**config.mk**
```make
export PLATFORM = sky130hd
export DESIGN_NAME = uart_lmc_channel
export DESIGN_NICKNAME = d
export VERILOG_FILES = /design/src/uart_lmc_pkg.sv /design/src/tx_pair_buffer.sv /design/src/uart_lmc_channel.sv
export SDC_FILE = /design/constraint.sdc
export NUM_CORES = 1
export LEC_CHECK = 0
export BUFFER_PORTS_ARGS = -buffer_cell sky130_fd_sc_hd__buf_2
export CORE_UTILIZATION = 39
export CTS_BUF_LIST = sky130_fd_sc_hd__clkbuf_4 sky130_fd_sc_hd__clkbuf_8
export CTS_CLUSTER_SIZE = 28
export DETAILED_ROUTE_END_ITERATION = 10
export SYNTH_ARGS = -nofsm -noshare
export SYNTH_HDL_FRONTEND = slang
export SYNTH_SLANG_ARGS = --single-unit
```
**constraint.sdc**
```tcl
create_clock -name clk_in -period 3.84 [get_ports clk_in]
set_input_delay 0.192 -clock clk_in [delete_from_list [all_inputs] [get_ports clk_in]]
set_output_delay 0.192 -clock clk_in [all_outputs]
set_load 0.005 [all_outputs]
```
**src/uart_lmc_pkg.sv**
```systemverilog
// Purpose: shared constants, types and helpers of the serial channel
// Assumes: 3-bit register address, 8-bit data bus
// Notes:   offsets with dlab set overlay the first three slots
package uart_lmc_pkg;

   // register offsets
   localparam logic [2:0] OFF_HOLD       = 3'h0;
   localparam logic [2:0] OFF_IRQ_MASK   = 3'h1;
   localparam logic [2:0] OFF_IRQ_IDENT  = 3'h2;
   localparam logic [2:0] OFF_LINE_FMT   = 3'h3;
   localparam logic [2:0] OFF_MODEM_CTL  = 3'h4;
   localparam logic [2:0] OFF_LINE_STAT  = 3'h5;
   localparam logic [2:0] OFF_MODEM_STAT = 3'h6;
   localparam logic [2:0] OFF_SCRATCH    = 3'h7;
   localparam logic [2:0] OFF_DIV_LO     = 3'h0;
   localparam logic [2:0] OFF_DIV_HI     = 3'h1;
   localparam logic [2:0] OFF_FEATURE    = 3'h2;

   // field positions
   localparam int LF_STOP    = 2;
   localparam int LF_PAR_EN  = 3;
   localparam int LF_EVEN    = 4;
   localparam int LF_FORCE   = 5;
   localparam int LF_BREAK   = 6;
   localparam int LF_DLAB    = 7;
   localparam int MC_DTR     = 0;
   localparam int MC_RTS     = 1;
   localparam int MC_RING    = 2;
   localparam int MC_INT_EN  = 3;
   localparam int MC_LOOP    = 4;
   localparam int IE_RX      = 0;
   localparam int IE_TX      = 1;
   localparam int IE_LS      = 2;
   localparam int IE_MS      = 3;

   // reset values and codes
   localparam logic [7:0] LINE_FMT_RST  = 8'h00;
   localparam logic [7:0] MODEM_CTL_RST = 8'h00;
   localparam logic [7:0] IRQ_MASK_RST  = 8'h00;
   localparam logic [7:0] MODEM_CTL_MSK = 8'h1f;
   localparam logic [7:0] IRQ_MASK_MSK  = 8'h0f;
   localparam logic [3:0] IRQ_ID_NONE   = 4'h1;
   localparam logic [3:0] IRQ_ID_LS     = 4'h6;
   localparam logic [3:0] IRQ_ID_RX     = 4'h4;
   localparam logic [3:0] IRQ_ID_TX     = 4'h2;
   localparam logic [3:0] IRQ_ID_MS     = 4'h0;

   // timing counts in 16x ticks, minimum word length and receive shift length
   localparam logic [3:0] START_CENTER = 4'h7;
   localparam logic [3:0] SAMPLE_LAST  = 4'hf;
   localparam logic [2:0] HALF_LAST    = 3'h7;
   localparam logic [3:0] MIN_WORD     = 4'h5;
   localparam logic [3:0] RX_SH_BITS   = 4'ha;

   // buffer shape
   localparam int         BUF_WIDTH = 8;
   localparam int         BUF_DEPTH = 2;
   localparam logic [1:0] BUF_FULL  = 2'h2;

   typedef struct packed {
      logic       cs_n;
      logic       rd_n;
      logic       wr_n;
      logic [2:0] addr;
      logic [7:0] data;
   } bus_pins_t;

   // bit 0 is clear-to-send, bit 3 carrier detect
   typedef struct packed {
      logic cd_n;
      logic ri_n;
      logic dsr_n;
      logic cts_n;
   } modem_pins_t;

   localparam bus_pins_t BUS_IDLE = '{cs_n: 1'b1, rd_n: 1'b1, wr_n: 1'b1, addr: 3'h0, data: 8'h00};

   typedef enum logic [1:0] {TX_IDLE = 2'b01, TX_SEND = 2'b10} tx_state_t;
   typedef enum logic [2:0] {RX_IDLE = 3'b001, RX_START = 3'b010, RX_DATA = 3'b100} rx_state_t;

   // data bits per character
   function automatic logic [3:0] word_len(input logic [7:0] fmt);
      return {2'b00, fmt[1:0]} + MIN_WORD;
   endfunction

   // parity bit for masked data
   function automatic logic par_bit(input logic [7:0] d, input logic [7:0] fmt);
      if (fmt[LF_FORCE]) return ~fmt[LF_EVEN];
      return fmt[LF_EVEN] ? ^d : ~^d;
   endfunction

endpackage

```
**src/tx_pair_buffer.sv**
```systemverilog
// Purpose: two-entry buffer between host writes and the transmitter
// Assumes: single clock, synchronous reset
// Notes:   head entry always sits in slot 0
`timescale 1ns/1ps
`default_nettype none
module tx_pair_buffer
   import uart_lmc_pkg::*;
(
   // clock and reset
   input  wire logic                 clk_in,
   input  wire logic                 srst_in,
   // filling side
   input  wire logic                 in_valid_in,
   input  wire logic [BUF_WIDTH-1:0] in_data_in,
   output logic                      in_ready_out,
   // draining side
   output logic                      out_valid_out,
   output logic [BUF_WIDTH-1:0]      out_data_out,
   input  wire logic                 out_ready_in
);

   typedef struct packed {
      logic [BUF_DEPTH-1:0][BUF_WIDTH-1:0] mem;
      logic [1:0]                          cnt;
   } buf_state_t;

   buf_state_t s;
   buf_state_t next_s;

   // handshakes from the fill count
   assign in_ready_out  = (s.cnt != BUF_FULL);
   assign out_valid_out = (s.cnt != 2'h0);
   assign out_data_out  = s.mem[0];

   // pop shifts slot 1 down, push lands behind
   always_comb begin
      next_s = s;
      if (out_valid_out && out_ready_in) begin
         next_s.mem[0] = s.mem[1];
         next_s.cnt    = next_s.cnt - 2'h1;
      end
      if (in_valid_in && in_ready_out) begin
         next_s.mem[next_s.cnt[0]] = in_data_in;
         next_s.cnt                = next_s.cnt + 2'h1;
      end
      if (srst_in) begin
         next_s = '0;
      end
   end

   always_ff @(posedge clk_in) begin
      s <= next_s;
   end

endmodule
`default_nettype wire

```
**src/uart_lmc_channel.sv**
```systemverilog
// Purpose: control and status logic of one asynchronous serial channel
// Assumes: bus and modem pins are asynchronous and pass two flops
// Notes:   16x tick comes from the divisor latch; divisor 0 stops it
// Summary of operation
// - forced parity: one if even-select clear
// - break bit holds transmit output low unless loop-back
// - top format bit opens divisor latch
// - terminal-ready pin is inverse of bit 0
// - request-to-send pin is inverse of bit 1
// - control bit 3 enables interrupt driver
// - control bit 4 selects local loop-back
// - loop-back: bits 2,3 feed ring, carrier
// - status bit 0 flags waiting character
// - overrun keeps held character, flags bit 1
// - status bit 2 flags parity mismatch
// - status bit 3 flags missing stop bit
// - status bit 4 flags whole-frame break
// - status bit 5 flags empty holding register
// - bit 6 flags transmitter fully empty
// - modem inputs change sets flags, read clears
// - ring flag only on low-to-high edge
// - upper modem status shows inputs or loop
// - scratch byte stores and returns data
// - format bit 3 parity, bit 4 even
// - interrupt priority; ident read clears top unless receive
`timescale 1ns/1ps
`default_nettype none
module uart_lmc_channel
   import uart_lmc_pkg::*;
(
   // clock and reset
   input  wire logic         clk_in,
   input  wire logic         srst_in,
   // host bus pins
   input  wire bus_pins_t    bus_in,
   output logic [7:0]        data_out,
   output logic              data_oe_out,
   output logic              tx_ready_out,
   // serial line and modem pins
   input  wire logic         rx_in,
   output logic              tx_out,
   input  wire modem_pins_t  modem_in,
   output logic              dtr_n_out,
   output logic              rts_n_out,
   // interrupt pin
   output logic              int_out,
   output logic              int_oe_out
);

   typedef struct packed {
      bus_pins_t   bus_s1;
      bus_pins_t   bus_s2;
      bus_pins_t   bus_q;
      logic        rx_s1;
      logic        rx_s2;
      modem_pins_t mdm_s1;
      modem_pins_t mdm_s2;
      logic [7:0]  line_format_control;
      logic [7:0]  modem_line_control;
      logic [7:0]  irq_mask_reg;
      logic [7:0]  dll;
      logic [7:0]  dlm;
      logic [7:0]  efr;
      logic [7:0]  scratch_byte;
      logic [7:0]  rx_holding_reg;
      logic [7:0]  rd_data;
      logic        rd_oe;
      logic        dr;
      logic        oe;
      logic        pe;
      logic        fe;
      logic        bi;
      logic [3:0]  delta;
      logic [3:0]  mprev;
      logic        primed;
      logic        thre_pend;
      logic        empty_q;
      logic [15:0] baud_cnt;
      logic        tick;
      tx_state_t   tx_st;
      logic [11:0] tx_sh;
      logic [4:0]  tx_half;
      logic [2:0]  tx_sub;
      logic        tx_phase;
      logic        txd;
      rx_state_t   rx_st;
      logic [3:0]  rx_cnt;
      logic [3:0]  rx_left;
      logic [9:0]  rx_sh;
      logic        rx_zero;
      logic        rx_armed;
   } ctl_state_t;

   ctl_state_t s;
   ctl_state_t next_s;

   logic        rd_ev;
   logic        wr_ev;
   logic [2:0]  addr;
   logic [3:0]  eff_n;
   logic [3:0]  mchg;
   logic [3:0]  iid;
   logic [7:0]  lsr_val;
   logic        rx_done;
   logic [7:0]  rx_data;
   logic        buf_push;
   logic        buf_take;
   logic        buf_valid;
   logic [7:0]  buf_data;
   logic        ls_p;
   logic        rx_p;
   logic        tx_p;
   logic        ms_p;

   // transmit holding buffer
   tx_pair_buffer u_hold (
      .clk_in        (clk_in),
      .srst_in       (srst_in),
      .in_valid_in   (buf_push),
      .in_data_in    (s.bus_s2.data),
      .in_ready_out  (tx_ready_out),
      .out_valid_out (buf_valid),
      .out_data_out  (buf_data),
      .out_ready_in  (buf_take)
   );

   // modem inputs as seen inside, loop-back substitutes control bits
   assign eff_n = s.modem_line_control[MC_LOOP] ? ~{s.modem_line_control[MC_INT_EN], s.modem_line_control[MC_RING], s.modem_line_control[MC_DTR], s.modem_line_control[MC_RTS]}
                                 : s.mdm_s2;
   assign mchg  = s.primed ? {s.mprev[3] ^ eff_n[3], ~s.mprev[2] & eff_n[2],
                              s.mprev[1:0] ^ eff_n[1:0]} : 4'h0;

   // interrupt sources and priority
   assign ls_p = s.irq_mask_reg[IE_LS] & (s.oe | s.pe | s.fe | s.bi);
   assign rx_p = s.irq_mask_reg[IE_RX] & s.dr;
   assign tx_p = s.irq_mask_reg[IE_TX] & s.thre_pend;
   assign ms_p = s.irq_mask_reg[IE_MS] & (|s.delta);
   assign iid  = ls_p ? IRQ_ID_LS : rx_p ? IRQ_ID_RX : tx_p ? IRQ_ID_TX :
                 ms_p ? IRQ_ID_MS : IRQ_ID_NONE;
   assign lsr_val = {1'b0, ~buf_valid && (s.tx_st == TX_IDLE), ~buf_valid,
                     s.bi, s.fe, s.pe, s.oe, s.dr};

   // pins
   assign data_out    = s.rd_data;
   assign data_oe_out = s.rd_oe;
   assign tx_out      = s.txd;
   assign dtr_n_out   = ~s.modem_line_control[MC_DTR];
   assign rts_n_out   = ~s.modem_line_control[MC_RTS];
   assign int_oe_out  = s.modem_line_control[MC_INT_EN];
   assign int_out     = (iid != IRQ_ID_NONE);

   // next state of the whole channel
   always_comb begin
      logic       rxd;
      logic       pen;
      logic [3:0] wl;
      logic [3:0] rx_n;
      logic [9:0] fr;
      logic [7:0] msk;
      logic [4:0] nb;
      next_s   = s;
      rxd      = 1'b1;
      pen      = s.line_format_control[LF_PAR_EN];
      wl       = word_len(s.line_format_control);
      rx_n     = wl + {3'h0, pen} + 4'h1;
      fr       = 10'h000;
      msk      = 8'hff >> (4'h8 - wl);
      nb       = 5'h0;
      rx_done  = 1'b0;
      rx_data  = 8'h00;
      buf_take = 1'b0;
      buf_push = 1'b0;
      // pin synchronisers
      next_s.bus_s1 = bus_in;
      next_s.bus_s2 = s.bus_s1;
      next_s.bus_q  = s.bus_s2;
      next_s.rx_s1  = rx_in;
      next_s.rx_s2  = s.rx_s1;
      next_s.mdm_s1 = modem_in;
      next_s.mdm_s2 = s.mdm_s1;
      addr  = s.bus_s2.addr;
      rd_ev = ~s.bus_s2.cs_n & ~s.bus_s2.rd_n & ~(~s.bus_q.cs_n & ~s.bus_q.rd_n);
      wr_ev = ~s.bus_s2.cs_n & ~s.bus_s2.wr_n & ~(~s.bus_q.cs_n & ~s.bus_q.wr_n);
      next_s.rd_oe = ~s.bus_s2.cs_n & ~s.bus_s2.rd_n;
      // 16x tick divider
      next_s.tick = 1'b0;
      if ({s.dlm, s.dll} == 16'h0000) begin
         next_s.baud_cnt = 16'h0000;
      end else if (s.baud_cnt >= {s.dlm, s.dll} - 16'h0001) begin
         next_s.baud_cnt = 16'h0000;
         next_s.tick     = 1'b1;
      end else begin
         next_s.baud_cnt = s.baud_cnt + 16'h0001;
      end
      // host reads and their clearing effects
      if (rd_ev) begin
         if (s.line_format_control[LF_DLAB] && addr == OFF_DIV_LO) begin
            next_s.rd_data = s.dll;
         end else if (s.line_format_control[LF_DLAB] && addr == OFF_DIV_HI) begin
            next_s.rd_data = s.dlm;
         end else if (s.line_format_control[LF_DLAB] && addr == OFF_FEATURE) begin
            next_s.rd_data = s.efr;
         end else if (addr == OFF_HOLD) begin
            next_s.rd_data = s.rx_holding_reg;
            next_s.dr      = 1'b0;
         end else if (addr == OFF_IRQ_MASK) begin
            next_s.rd_data = s.irq_mask_reg;
         end else if (addr == OFF_IRQ_IDENT) begin
            next_s.rd_data = {4'h0, iid};
            if (ls_p) begin
               {next_s.oe, next_s.pe, next_s.fe, next_s.bi} = 4'h0;
            end else if (!rx_p && tx_p) begin
               next_s.thre_pend = 1'b0;
            end else if (!rx_p && ms_p) begin
               next_s.delta = 4'h0;
            end
         end else if (addr == OFF_LINE_FMT) begin
            next_s.rd_data = s.line_format_control;
         end else if (addr == OFF_MODEM_CTL) begin
            next_s.rd_data = s.modem_line_control;
         end else if (addr == OFF_LINE_STAT) begin
            next_s.rd_data = lsr_val;
            {next_s.oe, next_s.pe, next_s.fe, next_s.bi} = 4'h0;
         end else if (addr == OFF_MODEM_STAT) begin
            next_s.rd_data = {~eff_n, s.delta};
            next_s.delta   = 4'h0;
         end else begin
            next_s.rd_data = s.scratch_byte;
         end
      end
      // host writes
      if (wr_ev) begin
         if (s.line_format_control[LF_DLAB] && addr == OFF_DIV_LO) begin
            next_s.dll = s.bus_s2.data;
         end else if (s.line_format_control[LF_DLAB] && addr == OFF_DIV_HI) begin
            next_s.dlm = s.bus_s2.data;
         end else if (s.line_format_control[LF_DLAB] && addr == OFF_FEATURE) begin
            next_s.efr = s.bus_s2.data;
         end else if (addr == OFF_HOLD) begin
            buf_push         = 1'b1;
            next_s.thre_pend = 1'b0;
         end else if (addr == OFF_IRQ_MASK) begin
            next_s.irq_mask_reg = s.bus_s2.data & IRQ_MASK_MSK;
            if (s.bus_s2.data[IE_TX] && !s.irq_mask_reg[IE_TX] && !buf_valid) begin
               next_s.thre_pend = 1'b1;
            end
         end else if (addr == OFF_LINE_FMT) begin
            next_s.line_format_control = s.bus_s2.data;
         end else if (addr == OFF_MODEM_CTL) begin
            next_s.modem_line_control = s.bus_s2.data & MODEM_CTL_MSK;
         end else if (addr == OFF_SCRATCH) begin
            next_s.scratch_byte = s.bus_s2.data;
         end
      end
      // modem change flags, set after the read clear so an edge wins
      next_s.primed = 1'b1;
      next_s.mprev  = eff_n;
      next_s.delta  = next_s.delta | mchg;
      // holding register empty event
      next_s.empty_q = ~buf_valid;
      if (~buf_valid && !s.empty_q) begin
         next_s.thre_pend = 1'b1;
      end
      // transmitter
      case (s.tx_st)
         TX_IDLE: begin
            if (buf_valid && s.tick) begin
               buf_take     = 1'b1;
               next_s.tx_sh = 12'hfff;
               for (int i = 0; i < 8; i++) begin
                  if (4'(i) < wl) next_s.tx_sh[i+1] = buf_data[i];
               end
               if (pen) next_s.tx_sh[wl+4'h1] = par_bit(buf_data & msk, s.line_format_control);
               next_s.tx_sh[0] = 1'b0;
               nb = {1'b0, wl} + {4'h0, pen} + 5'h2 + {4'h0, s.line_format_control[LF_STOP]};
               next_s.tx_half  = (nb << 1) - {4'h0, s.line_format_control[LF_STOP] && wl == MIN_WORD};
               next_s.tx_sub   = 3'h0;
               next_s.tx_phase = 1'b0;
               next_s.tx_st    = TX_SEND;
            end
         end
         TX_SEND: begin
            if (s.tick) begin
               next_s.tx_sub = s.tx_sub + 3'h1;
               if (s.tx_sub == HALF_LAST) begin
                  next_s.tx_half  = s.tx_half - 5'h1;
                  next_s.tx_phase = ~s.tx_phase;
                  if (s.tx_phase) next_s.tx_sh = {1'b1, s.tx_sh[11:1]};
                  if (s.tx_half == 5'h1) begin
                     next_s.tx_sh = 12'hfff;
                     next_s.tx_st = TX_IDLE;
                  end
               end
            end
         end
         default: next_s.tx_st = TX_IDLE;
      endcase
      // line pin: mark in loop-back, space while breaking
      next_s.txd = s.modem_line_control[MC_LOOP] | (~s.line_format_control[LF_BREAK] & s.tx_sh[0]);
      // receiver input, looped from the transmitter when asked
      rxd = s.modem_line_control[MC_LOOP] ? (~s.line_format_control[LF_BREAK] & s.tx_sh[0]) : s.rx_s2;
      if (rxd) next_s.rx_armed = 1'b1;
      case (s.rx_st)
         RX_IDLE: begin
            if (s.tick && !rxd && s.rx_armed) begin
               next_s.rx_st    = RX_START;
               next_s.rx_cnt   = 4'h0;
               next_s.rx_armed = 1'b0;
            end
         end
         RX_START: begin
            if (s.tick) begin
               next_s.rx_cnt = s.rx_cnt + 4'h1;
               if (s.rx_cnt == START_CENTER) begin
                  next_s.rx_st   = rxd ? RX_IDLE : RX_DATA;
                  next_s.rx_cnt  = 4'h0;
                  next_s.rx_left = rx_n;
                  next_s.rx_zero = 1'b1;
               end
            end
         end
         RX_DATA: begin
            if (s.tick) begin
               next_s.rx_cnt = s.rx_cnt + 4'h1;
               if (s.rx_cnt == SAMPLE_LAST) begin
                  next_s.rx_sh   = {rxd, s.rx_sh[9:1]};
                  next_s.rx_zero = s.rx_zero & ~rxd;
                  next_s.rx_left = s.rx_left - 4'h1;
                  if (s.rx_left == 4'h1) begin
                     rx_done      = 1'b1;
                     next_s.rx_st = RX_IDLE;
                  end
               end
            end
         end
         default: next_s.rx_st = RX_IDLE;
      endcase
      // character complete: post data and status
      if (rx_done) begin
         fr      = {rxd, s.rx_sh[9:1]} >> (RX_SH_BITS - rx_n);
         rx_data = fr[7:0] & msk;
         if (next_s.dr) begin
            next_s.oe = 1'b1;
         end else begin
            next_s.rx_holding_reg = rx_data;
            next_s.dr  = 1'b1;
         end
         if (pen && fr[wl] != par_bit(rx_data, s.line_format_control)) next_s.pe = 1'b1;
         if (!rxd) next_s.fe = 1'b1;
         if (s.rx_zero && !rxd) next_s.bi = 1'b1;
      end
      // synchronous reset
      if (srst_in) begin
         next_s        = '0;
         next_s.bus_s1 = BUS_IDLE;
         next_s.bus_s2 = BUS_IDLE;
         next_s.bus_q  = BUS_IDLE;
         next_s.rx_s1  = 1'b1;
         next_s.rx_s2  = 1'b1;
         next_s.line_format_control    = LINE_FMT_RST;
         next_s.modem_line_control    = MODEM_CTL_RST;
         next_s.irq_mask_reg    = IRQ_MASK_RST;
         next_s.mdm_s1 = modem_in; // keep sampling so release shows no false change
         next_s.mdm_s2 = s.mdm_s1;
         next_s.empty_q = 1'b1;
         next_s.tx_sh  = 12'hfff;
         next_s.txd    = 1'b1;
         next_s.tx_st  = TX_IDLE;
         next_s.rx_st  = RX_IDLE;
      end
   end

   always_ff @(posedge clk_in) begin
      s <= next_s;
   end
endmodule
`default_nettype wire

```
==> results.toml <==
[outcome]
outcome = "complete, no violations"

[yosys]
synth_top_area_share_pct = 39.3
yosys_register_bits = 204
top_cells_by_count_synth = "sky130_fd_sc_hd__dfxtp_1, sky130_fd_sc_hd__nor2_1, sky130_fd_sc_hd__nand2_1"
synth_ff_type = "sky130_fd_sc_hd__dfxtp_1"
synth.most_common_cell = "sky130_fd_sc_hd__dfxtp_1"
post_synthesis_instance_area_um2 = 10400
synth.yosys.seq_area_share_pct = 39.3
ys_top_cells_by_area = "sky130_fd_sc_hd__dfxtp_1, sky130_fd_sc_hd__mux2i_1, sky130_fd_sc_hd__ha_1"
syn-num-nets = 1267
synth.largest_area_cell = "sky130_fd_sc_hd__dfxtp_1"
ys_types = 77
avgSynthCellArea_um2 = 8.64
synth_warnings = 0
postSynthCellCount = 1201
count_of_flip_flops_with_a_built_in_enable_after_synthesis = 0
async_flop_share_pct = 0

[cts]
tritoncts_num_sinks = 204
cts-root-buf = "sky130_fd_sc_hd__clkbuf_8"
h-tree-depth = 2
cts.clk_slew.worst_paths_ns = 0.06
clk_latency_ns = 0.56
clk_path_buf_depth = 3
numCtsBuffers = 38
tritoncts = "built"

[grt]
grt_remaining_overflow = 0
grt_pass1_vias = 8028
grt_max_degree = 130
globalRouteTotalUtil_pct = 19.6
antenna_found_initial = 0
global_route_wire_length_before_repair_um = 42400

[timing]
rsz_0062_raised_after_global_routing = "false"
hold_viol_final = 0
drv_slew = 0
finalWorstSetupSlack_ns = 0.244
fin_tns_setup_ns = 0
min_period_ns = 3.60
achievable-frequency_mhz = 278
finalSetupViolations = 0
timing.max_slew.rel_slack_pct = 34.6
worst_pin_slew_ns = 0.973
final_min_period_over_clock_period_pct = 93.6
fin_skew_ns = 0.0426

[min_path]
min-delay-path-class = "in -> reg"

[floorplanning]
floorplan.initialDensity_pct = 39.8
ioPinCount = 36
die-area_um2 = 27300
placementRows = 59
die_w_um = 165
core_area_um2 = 26100
die_height_um = 165

[final_layout]
fin_nets = 1312
nFillCells = 2537
syn_to_final_growth_pct = 13.5
design_area_um2 = 11800
final_layout_size_suffix_gt1_share_pct = 14.6
number_of_diodes_added_for_antenna_fixing = 0
finalNonFillerCells = 1605
finish.utilization_pct = 45.2

[routing]
drt_iter0_markers = 707
count_of_nets_left_with_antenna_violations_after_detail_routing = 0
routed_wire_length_per_instance_um = 16.3
drt_wl_total_um = 26200
drt-vias-per-instance = 5.33
route.vias.total = 8552
post-route-drc-count = 0
first_pass_iters = 6

[flow_run]
drv_cap = 0

[placed_design]
port-buffer-count = 35
dp_slack_ns = 0.207
placed_cell_area_um2 = 10800
place_hpwl_um = 17600
gp_routability_congestion = 0.860
dp_cells = 1522

[critical_path]
startpoint = "s[145]"
worstReg2RegEnd = "lsr_val[2]"
worst_path_maximum_fanout = 8
timing_worst_setup_path_type = "reg -> reg"
crit_end = "lsr_val[2]"
startpoint_type = "flop"
timing.critical_path.to_type = "flop"
crit-reg2reg-launch = "s[145]"
timing.reg2reg.setup_slack_ns = 0.24
required_ns = 4.30
crit_arrival_ns = 4.06
r2r.worst_path.cells = 13

[power]
worst_ir_drop_vdd_v = 0.000306
cellPowerDensity_nw_per_um2 = 374
leakagePower_nw = 4.87
[registers in the layout, indices dropped and copies added (netlist names)]
signal               flops
addr                     3
int_oe_out               1
lsr_val                  5
u_hold.out_data_out      8
data_out                 8
u_hold.s                10
s                      167
data_oe_out              1
tx_out                   1
[per-stage QoR]
step	hold slack [ns]	total power [mW]
after floorplan	0.220	2.30
after global placement	0.294	2.35
after detailed placement	0.296	2.35
after CTS	0.0496	4.47
after global routing	0.0783	4.58
final	0.0688	4.41
[repair_timing]
item,in CTS,in global routing
hold buffers,19,0
gates resized for setup,0,2
endpoints found under the setup margin,0,1
setup buffers,0,0
hold endpoints to repair,19,0
[worst max-delay path: stages (launching register included)]
cell and delay (ns):
sky130_fd_sc_hd__dfxtp_1 0.35, sky130_fd_sc_hd__ha_1 0.22, sky130_fd_sc_hd__fa_1 0.56, sky130_fd_sc_hd__inv_1 0.09, sky130_fd_sc_hd__ha_2 0.39, sky130_fd_sc_hd__buf_4 0.19, sky130_fd_sc_hd__mux4_2 0.52, sky130_fd_sc_hd__nor2_1 0.12
sky130_fd_sc_hd__a311oi_2 0.06, sky130_fd_sc_hd__xor2_1 0.20, sky130_fd_sc_hd__xnor3_1 0.42, sky130_fd_sc_hd__nor2_2 0.10, sky130_fd_sc_hd__xnor2_1 0.09, sky130_fd_sc_hd__o41ai_2 0.19
[power by group]
| part | total, mW | internal [mW] | switching [mW] |
|---|---|---|---|
| sequential | 2.17 | 2.15 | 0.0249 |
| combinational | 0.147 | 0.0589 | 0.0878 |
| clock | 2.09 | 1.18 | 0.910 |
[metal layers]
layer	part of all wire, %	vias up	track usage (%)
li1	-	4307	-
met1	48	3996	26.8
met2	45	193	30.7
met3	4.6	56	3.27
met4	3.1	0	7.17
met5	0	-	0
[cell usage in the layout (no fill, tap or decap), types with 4 or more instances in the layout]
cell type	instances
sky130_fd_sc_hd__a221oi_1	5
sky130_fd_sc_hd__or3_1	6
sky130_fd_sc_hd__o21a_1	4
sky130_fd_sc_hd__clkbuf_4	16
sky130_fd_sc_hd__ha_1	42
sky130_fd_sc_hd__nor3_1	23
sky130_fd_sc_hd__xor2_1	15
sky130_fd_sc_hd__dfxtp_1	204
sky130_fd_sc_hd__nor4_1	6
sky130_fd_sc_hd__a32oi_1	4
sky130_fd_sc_hd__a21oi_1	79
sky130_fd_sc_hd__or4_1	4
sky130_fd_sc_hd__o22ai_1	10
sky130_fd_sc_hd__mux2i_1	65
sky130_fd_sc_hd__nor2_1	142
sky130_fd_sc_hd__a21o_1	13
sky130_fd_sc_hd__a21oi_2	11
sky130_fd_sc_hd__nand2b_1	13
sky130_fd_sc_hd__nor2b_1	27
sky130_fd_sc_hd__buf_4	29
sky130_fd_sc_hd__a211oi_1	19
sky130_fd_sc_hd__o211a_1	4
sky130_fd_sc_hd__o211ai_1	10
sky130_fd_sc_hd__o311ai_0	4
sky130_fd_sc_hd__nand2_1	108
sky130_fd_sc_hd__o21ai_0	46
sky130_fd_sc_hd__a31oi_1	6
sky130_fd_sc_hd__and3_1	7
sky130_fd_sc_hd__mux4_2	6
sky130_fd_sc_hd__buf_2	34
sky130_fd_sc_hd__or2_2	15
sky130_fd_sc_hd__nand4_1	6
sky130_fd_sc_hd__nand3_1	54
sky130_fd_sc_hd__a22oi_1	11
sky130_fd_sc_hd__xnor2_1	39
sky130_fd_sc_hd__mux2_2	4
sky130_fd_sc_hd__inv_1	43
sky130_fd_sc_hd__o221ai_1	5
sky130_fd_sc_hd__dlygate4sd3_1	19
sky130_fd_sc_hd__clkbuf_8	43
[final cells by class]
type,count,area [um2],share of cell area (%)
Inverter,46,173,1.47
Timing Repair Buffer,83,598,5.08
Clock inverter,5,43.8,0.372
Tap cell,335,419,3.56
Clock buffer,59,712,6.05
Sequential cell,204,4080,34.7
Multi-Input combinational cell,873,5750,48.8
[worst min path at each step]
stage	start	end	slack, ns	cells past startpoint
floorplan	modem_in[0]	s[157]	0.22	0
global placement	modem_in[0]	s[157]	0.29	1
detailed placement	modem_in[1]	s[158]	0.30	1
CTS	srst_in	s[74]	0.05	2
global route	srst_in	s[68]	0.08	2
finish	srst_in	s[70]	0.07	2
[cell families after synthesis]
| group | after synthesis | synth area share [%] |
|---|---|---|
| buf+inv | 124 | 5.34 |
| simple gates | 433 | 19.8 |
| flops | 204 | 39.3 |
| fa+ha+maj | 45 | 5.57 |
| compound gates | 263 | 16.8 |
| mux | 76 | 8.10 |
| xor+xnor | 56 | 4.99 |
Power figures use the tool's default switching activity.
